==> config.mk <==
export PLATFORM = sky130hd
export DESIGN_NAME = ext_irq_unit
export DESIGN_NICKNAME = d
export VERILOG_FILES = /design/src/ext_irq_pkg.sv /design/src/ext_irq_unit.sv /design/src/input_sample_filter.sv
export SDC_FILE = /design/constraint.sdc
export NUM_CORES = 1
export LEC_CHECK = 0
export BUFFER_PORTS_ARGS = -buffer_cell sky130_fd_sc_hd__buf_2
export CAP_MARGIN = 40
export CORE_ASPECT_RATIO = 1.25
export CORE_MARGIN = 10
export CORE_UTILIZATION = 55
export DETAILED_ROUTE_END_ITERATION = 12
export GPL_TIMING_DRIVEN = 0
export PLACE_DENSITY = 0.86
export SYNTH_ARGS = -nofsm -noshare
export SYNTH_HDL_FRONTEND = slang
export SYNTH_SLANG_ARGS = --single-unit
==> constraint.sdc <==
create_clock -name CLOCK -period 22.3 [get_ports CLOCK]
set_clock_uncertainty 0.2 [all_clocks]
set_input_delay 3.345 -clock CLOCK [delete_from_list [all_inputs] [get_ports CLOCK]]
set_output_delay 3.345 -clock CLOCK [all_outputs]
set_load 0.01 [all_outputs]
==> src/ext_irq_pkg.sv <==
// constants for the external pin interrupt unit: register indices, field positions,
// reset values, sampling dividers and source numbering.
// assumes a 32-bit APB slave where byte address = 4 * register index.
package ext_irq_pkg;

  // counts of sources
  localparam int NUM_EXT     = 8;
  localparam int NUM_KEY     = 8;
  localparam int NUM_SPECIAL = 3;
  localparam int NUM_SRC     = NUM_EXT + 1;

  // bus geometry
  localparam int APB_ADDR_W = 12;
  localparam int IDX_W      = 10;

  // register indices (byte address is four times the index)
  localparam logic [IDX_W-1:0] IDX_PIN_ROUTE   = 10'h18E;
  localparam logic [IDX_W-1:0] IDX_ENABLE_LO   = 10'h1FA;
  localparam logic [IDX_W-1:0] IDX_ENABLE_HI   = 10'h1FB;
  localparam logic [IDX_W-1:0] IDX_FILTER_LO   = 10'h1FC;
  localparam logic [IDX_W-1:0] IDX_FILTER_HI   = 10'h1FD;
  localparam logic [IDX_W-1:0] IDX_KEY_EN_LO   = 10'h1FE;
  localparam logic [IDX_W-1:0] IDX_KEY_EN_HI   = 10'h1FF;
  localparam logic [IDX_W-1:0] IDX_CTRL_BASE   = 10'h048;
  localparam logic [IDX_W-1:0] IDX_KEY_CTRL    = 10'h050;

  // per_source_control_reg fields
  localparam int CTRL_LEVEL_LSB = 0;
  localparam int CTRL_LEVEL_MSB = 2;
  localparam int CTRL_REQ_BIT   = 3;
  localparam int CTRL_DIR_BIT   = 4;

  // reset values
  localparam logic [7:0]  REG8_RESET   = 8'h00;
  localparam logic [2:0]  LEVEL_RESET  = 3'h0;
  localparam logic        PIN_IDLE     = 1'b1;

  // priority levels
  localparam logic [2:0] LEVEL_TOP     = 3'h7;
  localparam logic [2:0] LEVEL_NONE    = 3'h0;

  // sampling clock dividers
  localparam int           PRESCALE_W  = 5;
  localparam logic [2:0]   F8_MATCH    = 3'h7;
  localparam logic [4:0]   F32_MATCH   = 5'h1F;
  localparam logic [4:0]   PRESCALE_STEP = 5'h01;

  // source numbering seen by the CPU
  localparam logic [3:0] SRC_KEY          = 4'h8;
  localparam logic [3:0] SRC_SPECIAL_BASE = 4'h9;

  typedef enum logic [1:0] {
    FILT_NONE = 2'h0,
    FILT_F1   = 2'h1,
    FILT_F8   = 2'h2,
    FILT_F32  = 2'h3
  } filter_mode_t;

endpackage

==> src/ext_irq_unit.sv <==
// external pin and key input interrupt unit with priority resolution, APB registers.
// assumes pins are asynchronous; the CPU acknowledges the presented request with IRQ_ACK.
//
// Notes on behaviour
// - of requests pending together, only the highest priority one is acknowledged.
// - equal programmed levels are resolved by fixed source order, lowest number first.
// - special non-maskable sources have fixed hardware priority above all maskable ones.
// - software interrupt entry ignores arbitration, masking and levels entirely.
// - one selection circuit presents only the single best request to the CPU.
// - each external input raises requests only while its enable bit is 1.
// - pin route bit picks primary pin at 0, alternate pin at 1.
// - enable registers hold enables in even bits, edge modes in odd bits.
// - rewriting enable registers may set request flags spuriously; this is allowed.
// - two-bit filter field: none, f1, f8 or f32 sampling.
// - filtered level accepted only after three matching samples on sampling clock.
// - external input zero also drives a timer trigger and pulse cutoff input.
// - a selected key edge with no other enabled key held active raises one shared key request, which also wakes.
// - each key input has its own enable bit and polarity bit.
// - an enabled key held active masks edges of the other keys.
// - maskable request needs global enable, request flag, and level above processor level.
// - level field zero disables a source; one to seven rise in priority.
// - key polarity bit zero selects falling edge, one selects rising edge.
//
// Design decision made here: the APB register port.
`timescale 1ns/1ns
module ext_irq_unit
  import ext_irq_pkg::*;
(
  // clock and reset
  input  logic                   CLOCK,
  input  logic                   RESET,
  // apb slave
  input  logic                   PSEL,
  input  logic                   PENABLE,
  input  logic                   PWRITE,
  input  logic [APB_ADDR_W-1:0]  PADDR,
  input  logic [31:0]            PWDATA,
  output logic [31:0]            PRDATA,
  output logic                   PREADY,
  output logic                   PSLVERR,
  // pins
  input  logic [NUM_EXT-1:0]     EXT_PIN_PRIMARY,
  input  logic [NUM_EXT-1:0]     EXT_PIN_ALTERNATE,
  input  logic [NUM_KEY-1:0]     KEY_PIN,
  // cpu side
  input  logic                   GLOBAL_ENABLE,
  input  logic [2:0]             PROCESSOR_LEVEL,
  input  logic [NUM_SPECIAL-1:0] SPECIAL_REQ,
  input  logic                   SW_INT,
  input  logic                   IRQ_ACK,
  output logic                   IRQ_REQ,
  output logic [3:0]             IRQ_SOURCE,
  output logic [2:0]             IRQ_LEVEL,
  output logic                   SW_ENTER,
  output logic                   KEY_WAKE,
  // timer hookups of external input zero
  output logic                   TIMER_TRIGGER,
  output logic                   PULSE_CUTOFF
);

  localparam int SYNC_W = 2 * NUM_EXT + NUM_KEY;

  // register file
  logic [7:0]         ext_irq_pin_route;
  logic [7:0]         ext_irq_enable_lo;
  logic [7:0]         ext_irq_enable_hi;
  logic [7:0]         ext_irq_filter_lo;
  logic [7:0]         ext_irq_filter_hi;
  logic [7:0]         key_enable_lo;
  logic [7:0]         key_enable_hi;
  logic [2:0]         priority_level_field [NUM_SRC];
  logic [NUM_SRC-1:0] request_flag;
  logic [NUM_EXT-1:0] edge_direction_bit;

  // pin path
  logic [SYNC_W-1:0]     sync_stage1;
  logic [SYNC_W-1:0]     sync_stage2;
  logic [NUM_EXT-1:0]    ext_irq_input;
  logic [NUM_EXT-1:0]    filtered_level;
  logic [NUM_EXT-1:0]    gated_level;
  logic [NUM_EXT-1:0]    gated_prev;
  logic [NUM_KEY-1:0]    key_input;
  logic                  key_combined;
  logic                  key_prev;
  logic [NUM_SRC-1:0]    source_event;
  logic [PRESCALE_W-1:0] prescale;
  logic                  strobe_f8;
  logic                  strobe_f32;

  // bus decode
  logic             bus_setup;
  logic             bus_write;
  logic [IDX_W-1:0] bus_index;

  // arbitration
  logic               next_req;
  logic [3:0]         next_source;
  logic [2:0]         next_level;
  logic               ack_maskable;

  logic [15:0] enable_field;
  logic [15:0] filter_field;
  logic [15:0] key_field;

  assign enable_field = {ext_irq_enable_hi, ext_irq_enable_lo};
  assign filter_field = {ext_irq_filter_hi, ext_irq_filter_lo};
  assign key_field    = {key_enable_hi, key_enable_lo};

  function automatic logic is_mapped(input logic [IDX_W-1:0] idx);
    is_mapped = (idx == IDX_PIN_ROUTE) || (idx >= IDX_ENABLE_LO && idx <= IDX_KEY_EN_HI) ||
                (idx >= IDX_CTRL_BASE && idx <= IDX_KEY_CTRL);
  endfunction

  function automatic logic strobe_for(input filter_mode_t mode, input logic s8, input logic s32);
    unique case (mode)
      FILT_NONE: strobe_for = 1'b0;
      FILT_F1:   strobe_for = 1'b1;
      FILT_F8:   strobe_for = s8;
      FILT_F32:  strobe_for = s32;
    endcase
  endfunction

  assign bus_index = PADDR[APB_ADDR_W-1:2];
  assign bus_setup = PSEL & ~PENABLE;
  assign bus_write = PSEL & PENABLE & PWRITE;

  // zero wait states: every access completes in its first access cycle
  assign PREADY  = 1'b1;
  assign PSLVERR = PSEL & PENABLE & ~is_mapped(bus_index);

  // configuration registers
  always_ff @(posedge CLOCK or posedge RESET) begin
    if (RESET) begin
      ext_irq_pin_route <= REG8_RESET;
      ext_irq_enable_lo <= REG8_RESET;
      ext_irq_enable_hi <= REG8_RESET;
      ext_irq_filter_lo <= REG8_RESET;
      ext_irq_filter_hi <= REG8_RESET;
      key_enable_lo     <= REG8_RESET;
      key_enable_hi     <= REG8_RESET;
    end else if (bus_write) begin
      unique case (bus_index)
        IDX_PIN_ROUTE: ext_irq_pin_route <= PWDATA[7:0];
        IDX_ENABLE_LO: ext_irq_enable_lo <= PWDATA[7:0];
        IDX_ENABLE_HI: ext_irq_enable_hi <= PWDATA[7:0];
        IDX_FILTER_LO: ext_irq_filter_lo <= PWDATA[7:0];
        IDX_FILTER_HI: ext_irq_filter_hi <= PWDATA[7:0];
        IDX_KEY_EN_LO: key_enable_lo     <= PWDATA[7:0];
        IDX_KEY_EN_HI: key_enable_hi     <= PWDATA[7:0];
        default: ;
      endcase
    end
  end

  // read data registered in the setup cycle, valid throughout the access cycle
  always_ff @(posedge CLOCK or posedge RESET) begin
    if (RESET) begin
      PRDATA <= 32'h0;
    end else if (bus_setup) begin
      PRDATA <= 32'h0;
      if (bus_index >= IDX_CTRL_BASE && bus_index <= IDX_KEY_CTRL) begin
        PRDATA[CTRL_LEVEL_MSB:CTRL_LEVEL_LSB] <= priority_level_field[4'(bus_index - IDX_CTRL_BASE)];
        PRDATA[CTRL_REQ_BIT] <= request_flag[4'(bus_index - IDX_CTRL_BASE)];
        if (bus_index != IDX_KEY_CTRL) begin
          PRDATA[CTRL_DIR_BIT] <= edge_direction_bit[3'(bus_index - IDX_CTRL_BASE)];
        end
      end else begin
        unique case (bus_index)
          IDX_PIN_ROUTE: PRDATA[7:0] <= ext_irq_pin_route;
          IDX_ENABLE_LO: PRDATA[7:0] <= ext_irq_enable_lo;
          IDX_ENABLE_HI: PRDATA[7:0] <= ext_irq_enable_hi;
          IDX_FILTER_LO: PRDATA[7:0] <= ext_irq_filter_lo;
          IDX_FILTER_HI: PRDATA[7:0] <= ext_irq_filter_hi;
          IDX_KEY_EN_LO: PRDATA[7:0] <= key_enable_lo;
          IDX_KEY_EN_HI: PRDATA[7:0] <= key_enable_hi;
          default:       PRDATA[7:0] <= 8'h00;
        endcase
      end
    end
  end

  // two-flop synchronisers for all pins
  always_ff @(posedge CLOCK or posedge RESET) begin
    if (RESET) begin
      sync_stage1 <= {SYNC_W{PIN_IDLE}};
      sync_stage2 <= {SYNC_W{PIN_IDLE}};
    end else begin
      sync_stage1 <= {KEY_PIN, EXT_PIN_ALTERNATE, EXT_PIN_PRIMARY};
      sync_stage2 <= sync_stage1;
    end
  end

  // sampling clock prescaler for f8 and f32
  always_ff @(posedge CLOCK or posedge RESET) begin
    if (RESET) begin
      prescale <= '0;
    end else begin
      prescale <= prescale + PRESCALE_STEP;
    end
  end

  assign strobe_f8  = (prescale[2:0] == F8_MATCH);
  assign strobe_f32 = (prescale == F32_MATCH);

  // external inputs: route, filter, gate, edge detect
  for (genvar i = 0; i < NUM_EXT; i++) begin : g_ext
    filter_mode_t mode;
    logic         rise;
    logic         fall;

    assign mode = filter_mode_t'(filter_field[2*i+1 -: 2]);
    assign ext_irq_input[i] = ext_irq_pin_route[i] ? sync_stage2[NUM_EXT+i] : sync_stage2[i];

    input_sample_filter u_filter (
      .clock         (CLOCK),
      .reset         (RESET),
      .pin_level     (ext_irq_input[i]),
      .sample_strobe (strobe_for(mode, strobe_f8, strobe_f32)),
      .filter_on     (mode != FILT_NONE),
      .level         (filtered_level[i])
    );

    // disabled input rests at idle, so enabling on an active pin can raise a flag
    assign gated_level[i] = enable_field[2*i] ? filtered_level[i] : PIN_IDLE;
    assign rise = ~gated_prev[i] & gated_level[i];
    assign fall = gated_prev[i] & ~gated_level[i];
    assign source_event[i] = enable_field[2*i] &
                             (enable_field[2*i+1] ? (rise | fall) :
                              (edge_direction_bit[i] ? rise : fall));
  end

  always_ff @(posedge CLOCK or posedge RESET) begin
    if (RESET) begin
      gated_prev <= {NUM_EXT{PIN_IDLE}};
    end else begin
      gated_prev <= gated_level;
    end
  end

  // key inputs: one combined active signal, edge on it
  for (genvar k = 0; k < NUM_KEY; k++) begin : g_key
    assign key_input[k] = key_field[2*k] & (key_field[2*k+1] ? sync_stage2[2*NUM_EXT+k]
                                                              : ~sync_stage2[2*NUM_EXT+k]);
  end

  // a key held active keeps the combined signal high and hides other keys
  assign key_combined = |key_input;
  assign source_event[NUM_EXT] = key_combined & ~key_prev;

  always_ff @(posedge CLOCK or posedge RESET) begin
    if (RESET) begin
      key_prev <= 1'b0;
    end else begin
      key_prev <= key_combined;
    end
  end

  assign ack_maskable = IRQ_ACK & IRQ_REQ & ~SW_INT & (IRQ_SOURCE < SRC_SPECIAL_BASE);

  // per-source control registers; a hardware set beats software or ack clear
  for (genvar s = 0; s < NUM_SRC; s++) begin : g_ctrl
    logic hit;
    assign hit = bus_write && (bus_index == IDX_CTRL_BASE + IDX_W'(s));

    always_ff @(posedge CLOCK or posedge RESET) begin
      if (RESET) begin
        priority_level_field[s] <= LEVEL_RESET;
      end else if (hit) begin
        priority_level_field[s] <= PWDATA[CTRL_LEVEL_MSB:CTRL_LEVEL_LSB];
      end
    end

    always_ff @(posedge CLOCK or posedge RESET) begin
      if (RESET) begin
        request_flag[s] <= 1'b0;
      end else if (source_event[s]) begin
        request_flag[s] <= 1'b1;
      end else if (hit && !PWDATA[CTRL_REQ_BIT]) begin
        request_flag[s] <= 1'b0;
      end else if (ack_maskable && IRQ_SOURCE == 4'(s)) begin
        request_flag[s] <= 1'b0;
      end
    end

    if (s < NUM_EXT) begin : g_dir
      always_ff @(posedge CLOCK or posedge RESET) begin
        if (RESET) begin
          edge_direction_bit[s] <= 1'b0;
        end else if (hit) begin
          edge_direction_bit[s] <= PWDATA[CTRL_DIR_BIT];
        end
      end
    end
  end

  // level selection circuit: special first, then best maskable level
  always_comb begin
    logic [2:0] best_level;
    logic [3:0] best_source;
    logic       found;
    best_level  = LEVEL_NONE;
    best_source = 4'h0;
    found       = 1'b0;
    for (int s = 0; s < NUM_SRC; s++) begin
      // strict compare keeps the lowest source number on a tie
      if (GLOBAL_ENABLE && request_flag[s] && priority_level_field[s] > PROCESSOR_LEVEL &&
          priority_level_field[s] > best_level) begin
        best_level  = priority_level_field[s];
        best_source = 4'(s);
        found       = 1'b1;
      end
    end
    for (int p = NUM_SPECIAL - 1; p >= 0; p--) begin
      if (SPECIAL_REQ[p]) begin
        best_level  = LEVEL_TOP;
        best_source = SRC_SPECIAL_BASE + 4'(p);
        found       = 1'b1;
      end
    end
    next_req    = found;
    next_source = best_source;
    next_level  = best_level;
  end

  // only the single winner is presented to the cpu
  always_ff @(posedge CLOCK or posedge RESET) begin
    if (RESET) begin
      IRQ_REQ    <= 1'b0;
      IRQ_SOURCE <= 4'h0;
      IRQ_LEVEL  <= LEVEL_NONE;
    end else begin
      IRQ_REQ    <= next_req;
      IRQ_SOURCE <= next_source;
      IRQ_LEVEL  <= next_level;
    end
  end

  // software interrupt entry never waits for or touches arbitration
  always_ff @(posedge CLOCK or posedge RESET) begin
    if (RESET) begin
      SW_ENTER <= 1'b0;
    end else begin
      SW_ENTER <= SW_INT;
    end
  end

  // wake-up is independent of global enable and processor level
  assign KEY_WAKE = request_flag[NUM_EXT];

  // timer hookups follow the accepted level of input zero, whatever its enable
  assign TIMER_TRIGGER = filtered_level[0];
  assign PULSE_CUTOFF  = filtered_level[0];

endmodule // ext_irq_unit

==> src/input_sample_filter.sv <==
// three-sample digital filter for one synchronised interrupt input.
// assumes pin_level already passed a two-flop synchroniser on clock.
`timescale 1ns/1ns
module input_sample_filter
  import ext_irq_pkg::*;
(
  // clock and reset
  input  logic clock,
  input  logic reset,
  // input and sampling control
  input  logic pin_level,
  input  logic sample_strobe,
  input  logic filter_on,
  // accepted level
  output logic level
);

  logic [1:0] history;

  always_ff @(posedge clock or posedge reset) begin
    if (reset) begin
      history <= {2{PIN_IDLE}};
      level   <= PIN_IDLE;
    end else if (!filter_on) begin
      // no filter: follow the synchronised pin directly
      history <= {2{pin_level}};
      level   <= pin_level;
    end else if (sample_strobe) begin
      history <= {history[0], pin_level};
      if (history[1] == pin_level && history[0] == pin_level) begin
        level <= pin_level;
      end
    end
  end

endmodule // input_sample_filter

==> flow_summary.ini <==
[status]
status = completed

[global_routing]
grt-busiest-layer = met2
grt_antenna_before_repair = 3
use_met3_pct = 4.08
grt_pass1_wl_mm = 46.1
overflow = 0
grt_pass1_vias = 8976
grt_max_degree = 124
grtUsageTotal_pct = 21.7
met2_usage_pct = 37.9
grt_use_met1_pct = 23.9

[sta]
fmax_mhz = 61.8
tightest_slew_ns = 0.985
slew_headroom_pct = 34.3
finalHoldViolCount = 0
maxSlewViolCount = 0
tns_ns = 0
whs_ns = 0.149
rsz0062_at_grt = false
fin_ws_ns = 6.13
post-route-min-period_ns = 16.17
period_share_pct = 72.5
setup_viol = 0

[clock_tree]
cts-hold-fix-buffers = 0
cts_sinks = 203
cts_tree = yes
clk_latency_ns = 0.51
cts_setup_buffers = 0
root_buffer = clkbuf_16
cts_max_path_buffers = 3
h-tree-depth = 1
ctsResizeCount = 0
cts.clk_slew.worst_paths_ns = 0.07
cts_buffers = 21

[synth]
ys_top_cells_by_count = dfrtp_1 (123), mux2_2 (106), nand2_1 (93)
synth_cell_type_count = 81
synth_top_area_share_pct = 28.1
yosysSeqAreaShare_pct = 47.2
synth_flop_cell = dfrtp_1
synth_most_common_cell = dfrtp_1
synth_warnings = 0
synth_area_leaders = dfrtp_1 (28%), dfstp_2 (19%), mux2_2 (11%)
ys_ff_latch = 203
netlist.top_cell.by_area = dfrtp_1
synth_area_per_cell_sq_um = 11.2
syn_inst = 980
ys_async_sr_fraction_pct = 100
synth_area_sq_um = 11000
synth-edff-count = 0

[floorplan]
die_w_microns = 146
start_util_pct = 56.1
core_sq_um = 19500
die_y_microns = 178
io_pins = 128
rows = 57
die_area_sq_um = 26000

[final_layout]
multi_input_area_sq_um = 5420
utilization_pct = 64.4
seq_area_sq_um = 5180
drive_above_1_share_pct = 33.5
syn_to_final_growth_pct = 14.7
nets = 1255
num-fill-cells = 1495

[placed_design]
port_buffers = 74
gp_congestion = 0.969
pre_cts_ws_ns = 5.74
dpl.hpwl_mm = 21.1

[detailed_routing]
drt_pass1_iterations = 5
drcViolationCount = 0
ant_nets = 0
wl_per_cell_microns = 20.6
routed-via-count = 8616
via_per_inst = 6.19
drt_wl_total_mm = 28.7
drt_iter0_markers = 724

[worst_setup_path]
cpMaxStageDelayCell = a221oi_1
path_common_cell = ha_1
cp-start-kind = primary input
cp_max_fo = 9
reg2reg_depth = 50
max_stage_delay_ns = 0.79
reg2reg_slack_ns = 8.95
endpoint_kind = flop
crit_type = primary input to flop
crit_arrival_ns = 16.36
crit_required_ns = 22.49

[power_and_ir_drop]
power_density_nw_per_um2 = 66.7
leakage_nw = 5.82
power_mw = 0.839
ir_drop_mv = 0.0721

[min_path]
hp-class = flop to flop
min_path_cells = 0

[flow_run]
maxCapViolCount = 0
## logic make-up after synthesis
| group | count (synthesis) | synth area share (%) |
|---|---|---|
| compound gates | 203 | 13.6 |
| xor+xnor | 9 | 0.719 |
| simple gates | 270 | 12.2 |
| other cells | 2 | 0.0685 |
| mux | 131 | 14.4 |
| flops | 203 | 47.2 |
| fa+ha+maj | 66 | 7.51 |
| buf+inv | 96 | 4.26 |
## where the power goes
part	total, mW	switching [mW]	internal (mW)
registers	0.397	0.0109	0.386
clock network	0.364	0.148	0.216
logic	0.0782	0.0468	0.0314
total	0.839	0.206	0.633
## worst max-delay path, delay by kind of cell
family | cells | cell delay [ns]
simple gates | 19 | 3.69
mux | 5 | 1.68
fa+ha+maj | 10 | 2.80
compound gates | 14 | 4.03
buf+inv | 4 | 0.77
## flip-flops by register name (all words and copies together), names as in the netlist, 16 cells and up
signal,cells
g_ext.u_filter.history,16
priority_level_field,27
sync_stage1,24
sync_stage2,24
## layout make-up
| class | instances | area share [%] |
|---|---|---|
| Inverter | 50 | 1.55 |
| Clock inverter | 12 | 0.995 |
| Clock buffer | 26 | 4.74 |
| Antenna cell | 3 | 0.0597 |
| Sequential cell | 203 | 41.2 |
| Timing Repair Buffer | 83 | 3.54 |
| Buffer | 46 | 2.22 |
| Multi-Input combinational cell | 704 | 43.1 |
| Tap cell | 265 | 2.64 |
## metal layers
layer	vias to the layer above	wire length, microns
li1	3838	-
met1	4195	10600
met2	453	14200
met3	130	2060
met4	0	1850
met5	-	0
## per-stage QoR
| stage | area, sq um | std cells |
|---|---|---|
| 2_1_floorplan | 11100 | 1003 |
| 3_3_place_gp | 11800 | 1342 |
| 3_5_place_dp | 11900 | 1351 |
| 4_1_cts | 12600 | 1389 |
| 5_1_grt | 12600 | 1392 |
| 6_report | 12600 | 1392 |
## layout by cell type, fill, tap and decap left out, types with 27 or more instances in the layout
master / n
nand2_1: 93
nor2_1: 46
dfrtp_1: 123
buf_2: 80
nand3_1: 36
inv_1: 49
dfstp_2: 80
mux2_2: 106
buf_4: 29
a21oi_1: 27
ha_1: 64
o21ai_0: 54
## worst paths after layout
check / from / to
setup reg to reg: priority_level_field[25] / IRQ_LEVEL[0]
hold / removal: sync_stage1[17] / sync_stage2[17]
hold reg to reg: sync_stage1[17] / sync_stage2[17]
setup / recovery: PROCESSOR_LEVEL[1] / IRQ_LEVEL[0]
min in group asynchronous: RESET / prescale[2]
max in group asynchronous: RESET / PRDATA[4]
(Power assumes the default switching activity.)
